### config.mk
export PLATFORM = sky130hd
export DESIGN_NAME = cev_core
export DESIGN_NICKNAME = d
export VERILOG_FILES = /design/src/core/cev_pkg.sv /design/src/core/cev_core.sv
export SDC_FILE = /design/constraint.sdc
export NUM_CORES = 1
export LEC_CHECK = 0
export ABC_AREA = 1
export BUFFER_PORTS_ARGS = -buffer_cell sky130_fd_sc_hd__buf_2
export CORE_AREA = 2 2 156 158
export DETAILED_ROUTE_END_ITERATION = 6
export DIE_AREA = 0 0 158 160
export GPL_ROUTABILITY_DRIVEN = 0
export PLACE_DENSITY = 0.83
export SLEW_MARGIN = 15
export SYNTH_ARGS = -nofsm -noshare
export SYNTH_HDL_FRONTEND = slang
export SYNTH_SLANG_ARGS = --single-unit
### constraint.sdc
create_clock -name clk_in -period 11.1 [get_ports clk_in]
set_clock_uncertainty 0.1 [all_clocks]
set_input_delay 3.33 -clock clk_in [delete_from_list [all_inputs] [get_ports clk_in]]
set_output_delay 3.33 -clock clk_in [all_outputs]
set_load 0.01 [all_outputs]
### src/core/cev_pkg.sv
package cev_pkg;
   // exception vector numbers
   localparam logic [7:0] VEC_ADDR_ERR  = 8'h03;
   localparam logic [7:0] VEC_ILLEGAL   = 8'h04;
   localparam logic [7:0] VEC_PRIV      = 8'h08;
   localparam logic [7:0] VEC_ALINE     = 8'h0a;
   localparam logic [7:0] VEC_FLINE     = 8'h0b;
   localparam logic [7:0] VEC_TRAP_BASE = 8'h20;
   // status word bit positions
   localparam int SR_S_BIT  = 13;
   localparam int SR_T0_BIT = 14;
   localparam int SR_T1_BIT = 15;
   // opcode line codes and cpu space type
   localparam logic [3:0] OP_ALINE     = 4'ha;
   localparam logic [3:0] OP_FLINE     = 4'hf;
   localparam logic [3:0] CPU_SPACE_CP = 4'h2;
   // register offsets and reset values
   localparam logic [7:0]  REG_VBR  = 8'h00;
   localparam logic [7:0]  REG_STAT = 8'h04;
   localparam logic [7:0]  REG_PC   = 8'h08;
   localparam logic [31:0] VBR_RST  = 32'h0000_0000;
   // stack frame kinds
   typedef enum logic [1:0] {
      FR_PC_ONLY = 2'h0,
      FR_PC_PTR  = 2'h1,
      FR_SHORT   = 2'h2,
      FR_LONG    = 2'h3
   } cev_frame_e;
   // instruction trap kinds
   typedef enum logic [2:0] {
      TK_NONE   = 3'h0,
      TK_NUMBER = 3'h1,
      TK_COND   = 3'h2,
      TK_DIVIDE = 3'h3
   } cev_trap_e;
   // controller states
   typedef enum logic [2:0] {
      ST_IDLE  = 3'h1,
      ST_CPCYC = 3'h2,
      ST_HALT  = 3'h4
   } cev_state_e;
   // decoded instruction from the core
   typedef struct packed {
      logic        valid;
      logic [15:0] opcode;
      logic        illegal;
      logic        control_register_move_bad;
      logic        ext_undef;
      logic        privileged;
      cev_trap_e   trap;
      logic [3:0]  trap_num;
      logic [7:0]  trap_vec;
      logic        cond_true;
      logic        div_zero;
      logic [31:0] pc;
      logic [31:0] next_pc;
      logic [15:0] sr;
   } cev_instr_s;
   // exception record to the stacking logic
   typedef struct packed {
      logic        valid;
      logic [7:0]  vec;
      logic [15:0] offset;
      logic [31:0] handler;
      logic [15:0] sr_copy;
      logic [15:0] sr_new;
      logic [31:0] pc;
      logic [31:0] ptr;
      logic        has_ptr;
      cev_frame_e  frame;
   } cev_exc_s;
   // coprocessor access cycle request
   typedef struct packed {
      logic       req;
      logic [3:0] space;
      logic [2:0] cp_id;
   } cev_cp_s;
endpackage

### src/core/cev_core.sv
// Local design decisions: the address map and strobed register access.
`timescale 1ns/1ps
// Behaviour
// - odd prefetch: no bus cycle, address error
// - address error uses vector 3, fault frame
// - address error during fault processing: double fault
// - numbered trap vector is 32 plus n
// - conditional traps fire only when condition true
// - divide by zero raises trap
// - trap: copy status, supervisor, clear trace
// - traced trap: trace only after handler return
// - trap frame stacks next instruction address
// - non-numbered traps also stack instruction pointer
// - bad opcode or control move: vector 4
// - breakpoint cycle bus error: illegal instruction
// - A-line opcode raises vector 10
// - undefined MMU op: F-line or privilege
// - coprocessor op runs cpu space cycle
// - coprocessor cycle bus error: F-line exception
// - unimplemented ops stack their own address
// - privileged ops in user mode violate
// - coprocessor privilege check in user violates
// - privilege violation vector 8, own address
// - double fault halts, status held continuously
module cev_core (
   // clock, reset, enable
   input  wire logic               clk_in,
   input  wire logic               rst_n_in,
   input  wire logic               ce_in,
   // prefetch port
   input  wire logic               fetch_req_in,
   input  wire logic [31:0]        fetch_addr_in,
   input  wire logic               fetch_mid_in,
   output logic                    fetch_go_out,
   // decoded instruction port
   input  wire cev_pkg::cev_instr_s instr_in,
   output logic                    instr_ready_out,
   // core sequencing
   input  wire logic               fault_seq_in,
   input  wire logic               exc_done_in,
   input  wire logic               rte_done_in,
   // coprocessor and breakpoint pins
   output cev_pkg::cev_cp_s        cp_cycle_out,
   input  wire logic               cp_ack_pin_in,
   input  wire logic               cp_berr_pin_in,
   input  wire logic               cp_priv_pin_in,
   input  wire logic               breakpoint_instruction_berr_pin_in,
   output logic                    cop_ok_out,
   // exception results
   output cev_pkg::cev_exc_s       exc_out,
   output logic                    halt_status_out,
   output logic                    trace_req_out,
   // register port
   input  wire logic [7:0]         reg_addr_in,
   input  wire logic [31:0]        reg_wdata_in,
   input  wire logic               reg_wr_in,
   input  wire logic               reg_rd_in,
   output logic [31:0]             reg_rdata_out
);

   // pin synchronisers: ack, berr, priv, breakpoint_instruction berr
   logic [3:0]          sync1_q;
   logic [3:0]          sync2_q;
   logic                breakpoint_instruction_seen_q;
   // control state
   cev_pkg::cev_state_e st_q;
   logic                busy_q;
   logic                fault_act_q;
   logic                trace_pend_q;
   logic                breakpoint_instruction_pend_q;
   // coprocessor context
   cev_pkg::cev_cp_s    cp_q;
   logic [31:0]         cp_pc_q;
   logic [15:0]         cp_sr_q;
   // registers
   logic [31:0]         vbr_q;
   logic [31:0]         last_pc_q;
   logic [7:0]          last_vec_q;
   cev_pkg::cev_exc_s   exc_q;
   logic                cop_ok_q;
   logic                trace_req_q;
   logic [31:0]         rdata_q;
   // decode results
   logic                odd_fetch;
   logic                dbl_fault;
   logic                accept;
   logic                cp_start;
   logic                cp_ok;
   logic                breakpoint_instruction_edge;
   logic                ev_hit;
   logic                ev_addr;
   logic                ev_trap;
   logic [7:0]          ev_vec;
   logic [31:0]         ev_pc;
   logic [31:0]         ev_ptr;
   logic                ev_has_ptr;
   cev_pkg::cev_frame_e ev_frame;
   logic [15:0]         ev_sr;
   logic                user_mode;
   logic                trap_fire;

   // status word after entry to supervisor
   function automatic logic [15:0] sup_sr(input logic [15:0] sr);
      logic [15:0] r;
      r = sr;
      r[cev_pkg::SR_S_BIT] = 1'b1;
      r[cev_pkg::SR_T0_BIT] = 1'b0;
      r[cev_pkg::SR_T1_BIT] = 1'b0;
      return r;
   endfunction

   // two flip-flop pin synchroniser
   always_ff @(posedge clk_in) begin
      if (!rst_n_in) begin
         sync1_q <= 4'h0;
         sync2_q <= 4'h0;
         breakpoint_instruction_seen_q <= 1'b0;
      end else if (ce_in) begin
         sync1_q <= {breakpoint_instruction_berr_pin_in, cp_priv_pin_in, cp_berr_pin_in, cp_ack_pin_in};
         sync2_q <= sync1_q;
         breakpoint_instruction_seen_q <= sync2_q[3];
      end
   end

   // breakpoint bus error edge from stable stage
   assign breakpoint_instruction_edge = sync2_q[3] & ~breakpoint_instruction_seen_q;

   // odd prefetch and double fault detection
   assign odd_fetch = fetch_req_in & fetch_addr_in[0];
   assign dbl_fault = odd_fetch & (fault_seq_in | fault_act_q);
   // no bus cycle on odd address or while halted
   assign fetch_go_out = fetch_req_in & ~fetch_addr_in[0] & (st_q != cev_pkg::ST_HALT);

   // instruction taken when idle and not stacking
   assign instr_ready_out = (st_q == cev_pkg::ST_IDLE) & ~busy_q & ~odd_fetch & ~breakpoint_instruction_pend_q;
   assign accept = ce_in & instr_ready_out & instr_in.valid;
   assign user_mode = ~instr_in.sr[cev_pkg::SR_S_BIT];
   // trap condition per kind
   always_comb begin
      case (instr_in.trap)
         cev_pkg::TK_NUMBER: trap_fire = 1'b1;
         cev_pkg::TK_COND:   trap_fire = instr_in.cond_true;
         cev_pkg::TK_DIVIDE: trap_fire = instr_in.div_zero;
         default:            trap_fire = 1'b0;
      endcase
   end

   // event merge by priority
   always_comb begin
      ev_hit = 1'b0;
      ev_addr = 1'b0;
      ev_trap = 1'b0;
      ev_vec = cev_pkg::VEC_ILLEGAL;
      ev_pc = instr_in.pc;
      ev_ptr = instr_in.pc;
      ev_has_ptr = 1'b0;
      ev_frame = cev_pkg::FR_PC_ONLY;
      ev_sr = instr_in.sr;
      cp_start = 1'b0;
      cp_ok = 1'b0;
      if (!ce_in || st_q == cev_pkg::ST_HALT) begin
         // frozen or halted: nothing
         ev_hit = 1'b0;
      end else if (st_q == cev_pkg::ST_CPCYC) begin
         // coprocessor answer
         ev_pc = cp_pc_q;
         ev_sr = cp_sr_q;
         if (sync2_q[1]) begin
            ev_hit = 1'b1;
            ev_vec = cev_pkg::VEC_FLINE;
         end else if (sync2_q[0] && sync2_q[2] && !cp_sr_q[cev_pkg::SR_S_BIT]) begin
            ev_hit = 1'b1;
            ev_vec = cev_pkg::VEC_PRIV;
         end else if (sync2_q[0]) begin
            cp_ok = 1'b1;
         end
      end else if (odd_fetch && !busy_q && !dbl_fault) begin
         // address error, frame by fault position
         ev_hit = 1'b1;
         ev_addr = 1'b1;
         ev_vec = cev_pkg::VEC_ADDR_ERR;
         ev_frame = fetch_mid_in ? cev_pkg::FR_LONG : cev_pkg::FR_SHORT;
      end else if (breakpoint_instruction_pend_q && !busy_q) begin
         ev_hit = 1'b1;
         ev_vec = cev_pkg::VEC_ILLEGAL;
      end else if (accept) begin
         if (instr_in.illegal || instr_in.control_register_move_bad) begin
            ev_hit = 1'b1;
            ev_vec = cev_pkg::VEC_ILLEGAL;
         end else if (instr_in.opcode[15:12] == cev_pkg::OP_ALINE) begin
            ev_hit = 1'b1;
            ev_vec = cev_pkg::VEC_ALINE;
         end else if (instr_in.opcode[15:12] == cev_pkg::OP_FLINE && instr_in.opcode[11:9] == 3'h0) begin
            // memory management group
            if (user_mode) begin
               ev_hit = 1'b1;
               ev_vec = cev_pkg::VEC_PRIV;
            end else if (instr_in.ext_undef) begin
               ev_hit = 1'b1;
               ev_vec = cev_pkg::VEC_FLINE;
            end
         end else if (instr_in.opcode[15:12] == cev_pkg::OP_FLINE) begin
            cp_start = 1'b1;
         end else if (instr_in.privileged && user_mode) begin
            ev_hit = 1'b1;
            ev_vec = cev_pkg::VEC_PRIV;
         end else if (trap_fire) begin
            // instruction trap, stacks next address
            ev_hit = 1'b1;
            ev_trap = 1'b1;
            ev_pc = instr_in.next_pc;
            if (instr_in.trap == cev_pkg::TK_NUMBER) begin
               ev_vec = cev_pkg::VEC_TRAP_BASE + {4'h0, instr_in.trap_num};
            end else begin
               ev_vec = instr_in.trap_vec;
               ev_has_ptr = 1'b1;
               ev_frame = cev_pkg::FR_PC_PTR;
            end
         end
      end
   end

   // controller state
   always_ff @(posedge clk_in) begin
      if (!rst_n_in) begin
         st_q <= cev_pkg::ST_IDLE;
      end else if (ce_in) begin
         case (st_q)
            cev_pkg::ST_IDLE: begin
               if (dbl_fault) begin
                  st_q <= cev_pkg::ST_HALT;
               end else if (cp_start) begin
                  st_q <= cev_pkg::ST_CPCYC;
               end
            end
            cev_pkg::ST_CPCYC: begin
               if (dbl_fault) begin
                  st_q <= cev_pkg::ST_HALT;
               end else if (ev_hit || cp_ok) begin
                  st_q <= cev_pkg::ST_IDLE;
               end
            end
            cev_pkg::ST_HALT: begin
               st_q <= cev_pkg::ST_HALT;
            end
            default: begin
               st_q <= cev_pkg::ST_IDLE;
            end
         endcase
      end
   end

   // busy, fault and pending flags; set wins clear
   always_ff @(posedge clk_in) begin
      if (!rst_n_in) begin
         busy_q <= 1'b0;
         fault_act_q <= 1'b0;
         breakpoint_instruction_pend_q <= 1'b0;
      end else if (ce_in) begin
         busy_q <= ev_hit | (busy_q & ~exc_done_in);
         fault_act_q <= ev_addr | (fault_act_q & ~exc_done_in);
         breakpoint_instruction_pend_q <= breakpoint_instruction_edge | (breakpoint_instruction_pend_q & ~(ev_hit & (ev_vec == cev_pkg::VEC_ILLEGAL) & ~accept));
      end
   end

   // deferred trace of a traced trap
   always_ff @(posedge clk_in) begin
      if (!rst_n_in) begin
         trace_pend_q <= 1'b0;
         trace_req_q <= 1'b0;
      end else if (ce_in) begin
         trace_req_q <= trace_pend_q & rte_done_in;
         if (ev_trap && (instr_in.sr[cev_pkg::SR_T1_BIT] || instr_in.sr[cev_pkg::SR_T0_BIT])) begin
            trace_pend_q <= 1'b1;
         end else if (rte_done_in) begin
            trace_pend_q <= 1'b0;
         end
      end
   end

   // coprocessor cycle request and context
   always_ff @(posedge clk_in) begin
      if (!rst_n_in) begin
         cp_q <= '0;
         cp_pc_q <= 32'h0000_0000;
         cp_sr_q <= 16'h0000;
         cop_ok_q <= 1'b0;
      end else if (ce_in) begin
         cop_ok_q <= cp_ok;
         if (cp_start) begin
            cp_q.req <= 1'b1;
            cp_q.space <= cev_pkg::CPU_SPACE_CP;
            cp_q.cp_id <= instr_in.opcode[11:9];
            cp_pc_q <= instr_in.pc;
            cp_sr_q <= instr_in.sr;
         end else if (st_q == cev_pkg::ST_CPCYC && (ev_hit || cp_ok || dbl_fault)) begin
            cp_q.req <= 1'b0;
         end
      end
   end

   // exception record, one cycle valid
   always_ff @(posedge clk_in) begin
      if (!rst_n_in) begin
         exc_q <= '0;
      end else if (ce_in) begin
         exc_q.valid <= ev_hit;
         if (ev_hit) begin
            exc_q.vec <= ev_vec;
            exc_q.offset <= {6'h00, ev_vec, 2'b00};
            exc_q.handler <= vbr_q + {22'h000000, ev_vec, 2'b00};
            exc_q.sr_copy <= ev_sr;
            exc_q.sr_new <= sup_sr(ev_sr);
            exc_q.pc <= ev_pc;
            exc_q.ptr <= ev_ptr;
            exc_q.has_ptr <= ev_has_ptr;
            exc_q.frame <= ev_frame;
         end
      end
   end

   // vector base register and last event capture
   always_ff @(posedge clk_in) begin
      if (!rst_n_in) begin
         vbr_q <= cev_pkg::VBR_RST;
         last_pc_q <= 32'h0000_0000;
         last_vec_q <= 8'h00;
      end else if (ce_in) begin
         if (reg_wr_in && reg_addr_in == cev_pkg::REG_VBR) begin
            vbr_q <= reg_wdata_in;
         end
         if (ev_hit) begin
            last_pc_q <= ev_pc;
            last_vec_q <= ev_vec;
         end
      end
   end

   // read data, one cycle after strobe
   always_ff @(posedge clk_in) begin
      if (!rst_n_in) begin
         rdata_q <= 32'h0000_0000;
      end else if (ce_in) begin
         rdata_q <= 32'h0000_0000;
         if (reg_rd_in) begin
            case (reg_addr_in)
               cev_pkg::REG_VBR:  rdata_q <= vbr_q;
               cev_pkg::REG_STAT: rdata_q <= {20'h00000, halt_status_out, trace_pend_q,
                                              fault_act_q, busy_q, last_vec_q};
               cev_pkg::REG_PC:   rdata_q <= last_pc_q;
               default:           rdata_q <= 32'h0000_0000;
            endcase
         end
      end
   end

   // outputs
   assign halt_status_out = (st_q == cev_pkg::ST_HALT);
   assign exc_out = exc_q;
   assign cp_cycle_out = cp_q;
   assign cop_ok_out = cop_ok_q;
   assign trace_req_out = trace_req_q;
   assign reg_rdata_out = rdata_q;

   // checks
   odd_no_bus_a: assert property (@(posedge clk_in) disable iff (!rst_n_in)
      odd_fetch |-> !fetch_go_out) else $error("odd prefetch ran a bus cycle");
   addr_err_vec_a: assert property (@(posedge clk_in) disable iff (!rst_n_in)
      ce_in && odd_fetch && st_q == cev_pkg::ST_IDLE && !busy_q && !dbl_fault
      |=> exc_q.valid && exc_q.vec == 8'h03 && exc_q.frame inside {cev_pkg::FR_SHORT, cev_pkg::FR_LONG})
      else $error("address error not vector 3");
   double_fault_a: assert property (@(posedge clk_in) disable iff (!rst_n_in)
      ce_in && dbl_fault && st_q != cev_pkg::ST_CPCYC |=> halt_status_out)
      else $error("double fault did not halt");
   halt_hold_a: assert property (@(posedge clk_in) disable iff (!rst_n_in)
      halt_status_out |=> halt_status_out && !exc_q.valid && !fetch_go_out)
      else $error("halt released without reset");
   trap_number_a: assert property (@(posedge clk_in) disable iff (!rst_n_in)
      ev_trap && instr_in.trap == cev_pkg::TK_NUMBER
      |=> exc_q.vec == 8'h20 + {4'h0, $past(instr_in.trap_num)} && !exc_q.has_ptr
          && exc_q.pc == $past(instr_in.next_pc)) else $error("numbered trap record wrong");
   trap_ptr_a: assert property (@(posedge clk_in) disable iff (!rst_n_in)
      ev_trap && instr_in.trap != cev_pkg::TK_NUMBER
      |=> exc_q.has_ptr && exc_q.ptr == $past(instr_in.pc)) else $error("trap pointer missing");
   sr_entry_a: assert property (@(posedge clk_in) disable iff (!rst_n_in)
      exc_q.valid |-> exc_q.sr_new[15:13] == 3'b001 && exc_q.sr_new[12:0] == exc_q.sr_copy[12:0])
      else $error("status entry wrong");
   offset_a: assert property (@(posedge clk_in) disable iff (!rst_n_in)
      exc_q.valid |-> exc_q.offset == {6'h00, exc_q.vec, 2'b00}
      && exc_q.handler == $past(vbr_q) + {16'h0000, exc_q.offset}) else $error("vector offset wrong");
   priv_viol_a: assert property (@(posedge clk_in) disable iff (!rst_n_in)
      accept && ev_hit && ev_vec == 8'h08 |=> exc_q.vec == 8'h08 && exc_q.pc == $past(instr_in.pc))
      else $error("privilege violation record wrong");
   cp_cycle_a: assert property (@(posedge clk_in) disable iff (!rst_n_in)
      st_q == cev_pkg::ST_CPCYC |-> cp_q.req && cp_q.space == 4'h2) else $error("no cpu space cycle");
   cp_berr_a: assert property (@(posedge clk_in) disable iff (!rst_n_in)
      ce_in && st_q == cev_pkg::ST_CPCYC && sync2_q[1] |=> exc_q.valid && exc_q.vec == 8'h0b
      && exc_q.pc == cp_pc_q) else $error("coprocessor bus error not F-line");
   trace_defer_a: assert property (@(posedge clk_in) disable iff (!rst_n_in)
      ce_in && trace_pend_q && rte_done_in |=> trace_req_out ##1 !trace_req_out || !ce_in)
      else $error("deferred trace lost");
endmodule

* Word level (Yosys, flattened, before mapping)
Index checks and enable logic that the tools add are counted.
Storage, ports and cells: bits in registers 273, input port bits 204, output and inout bits 201, word-level logic and storage cells 208
Operators by class: $add $sub $neg 2, eq/ne operators 14, muxes and demuxes 108, bitwise gates (word level) 29, reduce and logical (&&, ||, !) cells 29
Operators by type and width (number):
- $mux W32 | 12
- $mux W8 | 12
- $pmux W32 S3 | 1
- $mux W1 | 68
- $add A32 B10 Y32 | 1
- $mux W16 | 2
- $and A1 B1 Y1 | 16
- $eq A8 B3 Y1 const B | 2
- $mux W4 | 4
- $mux W3 | 4
- $logic_and A1 B1 Y1 | 10
- $reduce_and A2 Y1 | 5
- $eq A3 B2 Y1 const B | 3
- $ne A3 B3 Y1 const B | 3
- $not A1 Y1 | 9
- $pmux W3 S3 | 1
- $eq A4 B4 Y1 const B | 2
- $eq A8 B4 Y1 const B | 1
- $logic_not A8 Y1 | 1
- $add A6 B4 Y7 const A | 1
- $eq A3 B1 Y1 const B | 2
- $mux W2 | 3
- $logic_or A1 B1 Y1 | 5
- $logic_not A1 Y1 | 4
- 6 further kinds | 10

* Depth between registers and ports, before layout
depth in word-level cells 19, depth in mapped cells 23, mapped depth without buffers 23

* Worst setup path after synthesis
No wires, ideal clock.
kind input-to-output, from in fetch_req_in, to out instr_ready_out, arrival 3.613 ns, data required time 7.670 ns, setup slack 4.057 ns, stages on the path 3, buffers on the path 0, cell sequence nand2_1 > nand2_1 > nor2_4
Between the ends: word-level cells in the longest chain between the ends 4
Ends and longest elaborated chain:
- start, declared | RTL line cev_core.sv:31 | input wire logic fetch_req_in,
- $and A1 B1 Y1 | RTL line cev_core.sv:129 | assign odd_fetch = fetch_req_in & fetch_addr_in[0];
- $not A1 Y1 | RTL line cev_core.sv:135 | assign instr_ready_out = (st_q == cev_pkg::ST_IDLE) & ~busy_q & ~odd_fetch & ~breakpoint_instruction_pend_q;
- $and A1 B1 Y1 (2 in a row) | RTL line cev_core.sv:135
- end, declared | RTL line cev_core.sv:37 | output logic instr_ready_out,
Every way passes these cells.

* Worst setup path in the final report
from in ce_in, to reg exc_q, in the netlist exc_out[126]
Between the ends: word-level cells in the longest chain between the ends 8, elaborated cells on any way between the ends 16, those cells by class 1 x add/sub; 10 x mux; 2 x bitwise; 3 x reduce/logical
Ends and longest elaborated chain:
- start, declared | RTL line cev_core.sv:29 | input wire logic ce_in,
- $and A1 B1 Y1 (2 in a row) | RTL line cev_core.sv:136 | assign accept = ce_in & instr_ready_out & instr_in.valid;
- $mux W8 | RTL line cev_core.sv:186 | end else if (accept) begin
- $mux W8 | RTL line cev_core.sv:183 | end else if (breakpoint_instruction_pend_q && !busy_q) begin
- $mux W8 | RTL line cev_core.sv:177 | end else if (odd_fetch && !busy_q && !dbl_fault) begin
- $mux W8 | RTL line cev_core.sv:164 | end else if (st_q == cev_pkg::ST_CPCYC) begin
- $mux W8 * | RTL line cev_core.sv:161 | if (!ce_in || st_q == cev_pkg::ST_HALT) begin
- named net ev_vec[4] | RTL line cev_core.sv:93 | logic [7:0] ev_vec;
- $add A32 B10 Y32 * | RTL line cev_core.sv:311 | exc_q.handler <= vbr_q + {22'h000000, ev_vec, 2'b00};
- end, declared | RTL line cev_core.sv:79 | cev_pkg::cev_exc_s exc_q;
Mark *: on every way through the listed nets, which the timed path passes. The rest lies on a longest branch. A chain may end at the register's enable or synchronous reset.

==> metrics.txt <==
outcome finished with violations; failing checks DRC; Reg clk slew, reported paths 60 ps; WP data arrival 7920 ps; Final Util 0.612; vias in the first global route 11612; Hold/Removal Path Class flip-flop to flip-flop; synth unique cells 42; post-CTS resize count 0; layout cells sized above 1 0.221; worst r2r dst exc_out[126]; Via density 5.55; VDD IR max 0.102 mV; critical path required time 11430 ps; routed vias 12768; flops & latches, synth 260; Worst-Skew Late Latency 540 ps; register area share after synthesis 0.431; Avg WL per Cell 17.2 um; fmax 132 MHz; setup bufs post-CTS 0; WS Path Type input port to flip-flop; Sink Count 260; Slew HR 0.277; hpwl dp 27.7 mm; core area 23800 um2; final period utilization 0.683; Hold-fix buffers, CTS 0; Yosys warnings 0; initial antenna violation count 1; Pwr per Cell Area 162 nW/um2; Worst Hold Slack 359 ps; CP peak stage delay 970 ps; critical path's slowest cell nor2_4; metal2 WL 17.4 mm; Max Used Layer met4; worst slack at placement 3110 ps; critical path depth 16; Worst-Margin Slew 1080 ps; num ports 405; Syn Std Cell Area 12100 um2; worst reg2reg startpoint st_q[0]; r2r setup slk 6670 ps; drc violations 5; RSZ-0062 raised after global routing false; final worst-path setup slack 3520 ps; Final setup viols 0; Hold Crit Start reg_rdata_out[5]; final net count 2170; largest net degree at the start of global routing 137; main combinational cell family by area after synthesis simple AND/OR/NAND/NOR gates; simple-gate portion of the synthesized area 0.230; chip width 158 um; remaining antenna violation count after routing 0; DRT Pass-1 Iters 7; DRT iter0 DRCs 1062; Max FO, Critical Path 50; die height 160 um; Starting Density 0.507; Leak 6.57 nW; WHS Endpoint reg_rdata_out[5]; final WL 39.5 mm; maxcap violations 0; most frequent cells in the layout buf_2, nand2_1, dfxtp_1, nor2_1, o21ai_0; # port buffers 351; Synth Area in Adders 0.00994; Synth Area in Compound Gates 0.216; Syn Area/Cell 7.13 um2; GRT Util Overall 0.299; CTS root buffer clkbuf_16; mux contribution to synthesized area 0; crit-path most repeated cell nand2_1; first-pass GRT wire length 60.4 mm; Hold Crit Depth 2; fin. max-slew vios 0; CP cell instances buf_2 > buf_4 > inv_2 > nor2_4 > nand2_1 > nor4_1 > ha_1 > nand2_1 > o21ai_0 > a21oi_1 > o21ai_0 > nand2_1 > nor2_1 > nand2_1 > a21oi_1 > nor2_1; Rows 57; Area growth syn-to-layout 20.7%; min Tclk post-route 7580 ps; r2r worst-path depth 14; CTS Buf Count 27; delay-heaviest family, CP simple AND/OR/NAND/NOR gates; xor-xnor portion of the synthesized cell area 0.0138; Die ar. 25300 um2; Met3 Routed Length 3.76 mm; Final Hold Viols 0; Design Area, Final 14600 um2; maximum clock insertion buffer count 3; startpoint class of the critical path input port; wl on met1 16.4 mm; Setup crit end kind flip-flop; H-tree Lvls 1; setup TNS 0 ps; Syn Inst Count 1696; Remaining Overflow, GRT 0; CP bufs+invs 3; TritonCTS clock tree yes; Post-DP Area 13600 um2; diode count 0; commonest non-fill, non-tap cell in the layout buf_2
## Yosys cell counts
library cell	instances	area share
a211oi_1	37	0.023
a21o_1	1	0.00062
a21oi_1	146	0.060
a21oi_2	1	0.00072
a22o_1	3	0.0022
a31oi_1	22	0.011
a32o_1	1	0.00083
buf_1	1	0.00031
buf_2	25	0.010
buf_4	40	0.025
buf_6	8	0.0075
clkbuf_1	70	0.022
clkbuf_2	2	0.00083
clkinv_1	1	0.00031
conb_1	1	0.00031
dfxtp_1	260	0.43
fa_1	1	0.0017
ha_1	8	0.0083
inv_1	101	0.031
inv_2	7	0.0022
nand2_1	288	0.089
nand2_2	1	0.00052
nand2_4	1	0.00093
nand3_1	69	0.029
nand3_2	2	0.0017
nand4_1	10	0.0052
nor2_1	220	0.068
nor2_2	3	0.0016
nor2_4	2	0.0019
nor3_1	65	0.027
nor3_2	1	0.00083
nor3_4	1	0.0013
nor4_1	3	0.0016
o211a_1	1	0.00083
o211ai_1	14	0.0087
o21a_1	1	0.00062
o21ai_0	160	0.066
o21ai_1	96	0.040
o221ai_1	1	0.00072
or2_2	2	0.0010
xnor2_1	4	0.0029
xor2_1	15	0.011
## per-layer routing
layer | global-route usage | up-vias
met5 | 0 | -
met4 | 0.139 | 0
met3 | 0.0518 | 135
met2 | 0.469 | 692
met1 | 0.401 | 5786
li1 | - | 6155
## registers in the layout (all words and copies together), names as in the netlist
signal                         flops
busy_q                             1
cp_pc_q                           32
st_q                               3
breakpoint_instruction_pend_q      1
fault_act_q                        1
last_vec_q                         8
reg_rdata_out                     32
exc_out                           85
cp_cycle_out                       5
trace_req_out                      1
cop_ok_out                         1
breakpoint_instruction_seen_q      1
sync2_q                            4
last_pc_q                         32
sync1_q                            4
vbr_q                             32
trace_pend_q                       1
cp_sr_q                           16
## worst reg2reg max path, delay by kind of cell (launching register included)
kind	cells	cell delay (ps)
DFF	1	450
adders and majority gates	1	310
and+or+nand+nor	9	2280
AOI/OAI and AO/OA	4	1190
## cells by family (layout without fill, tap and decap cells)
family,after synthesis,after routing
DFF,260,260
adders and majority gates,9,9
and+or+nand+nor,668,668
other,1,13
buffers and inverters,255,524
xor gates and xnor gates,19,19
AOI/OAI and AO/OA,484,484
## how the worst max path moves through the flow
stage / to / start / slack (ps)
2_1_floorplan: instr_ready_out / fetch_req_in / 4060
3_3_place_gp: exc_out[126] / ce_in / 3210
3_5_place_dp: exc_out[126] / ce_in / 3110
4_1_cts: exc_out[126] / ce_in / 3670
5_1_grt: exc_out[120] / ce_in / 3360
6_report: exc_out[126] / ce_in / 3520
## area by class of cell
type / instances / area [um2]
multi-input combinational: 1193 / 5740
inverter: 109 / 414
clock buffer: 32 / 724
fill: 2209 / 9240
timing repair buffer: 366 / 1870
clock inverter: 17 / 224
tap: 324 / 405
sequential: 260 / 5200
## power breakdown
group / leakage, nW / switching (W) / internal [W] / total (W)
Clock: 0.472 / 0.000390 / 0.000583 / 0.000973
Sequential: 2.11 / 0.0000510 / 0.000993 / 0.00104
Combinational: 3.98 / 0.000220 / 0.000125 / 0.000345
Total: 6.57 / 0.000661 / 0.00170 / 0.00236
## stage by stage
step	std cells	total power, W
floorplan	1708	0.00127
global placement	2252	0.00140
detailed placement	2252	0.00140
CTS	2301	0.00237
global route	2301	0.00245
finish	2301	0.00236
Note: power is estimated with default switching activity, not from simulation.
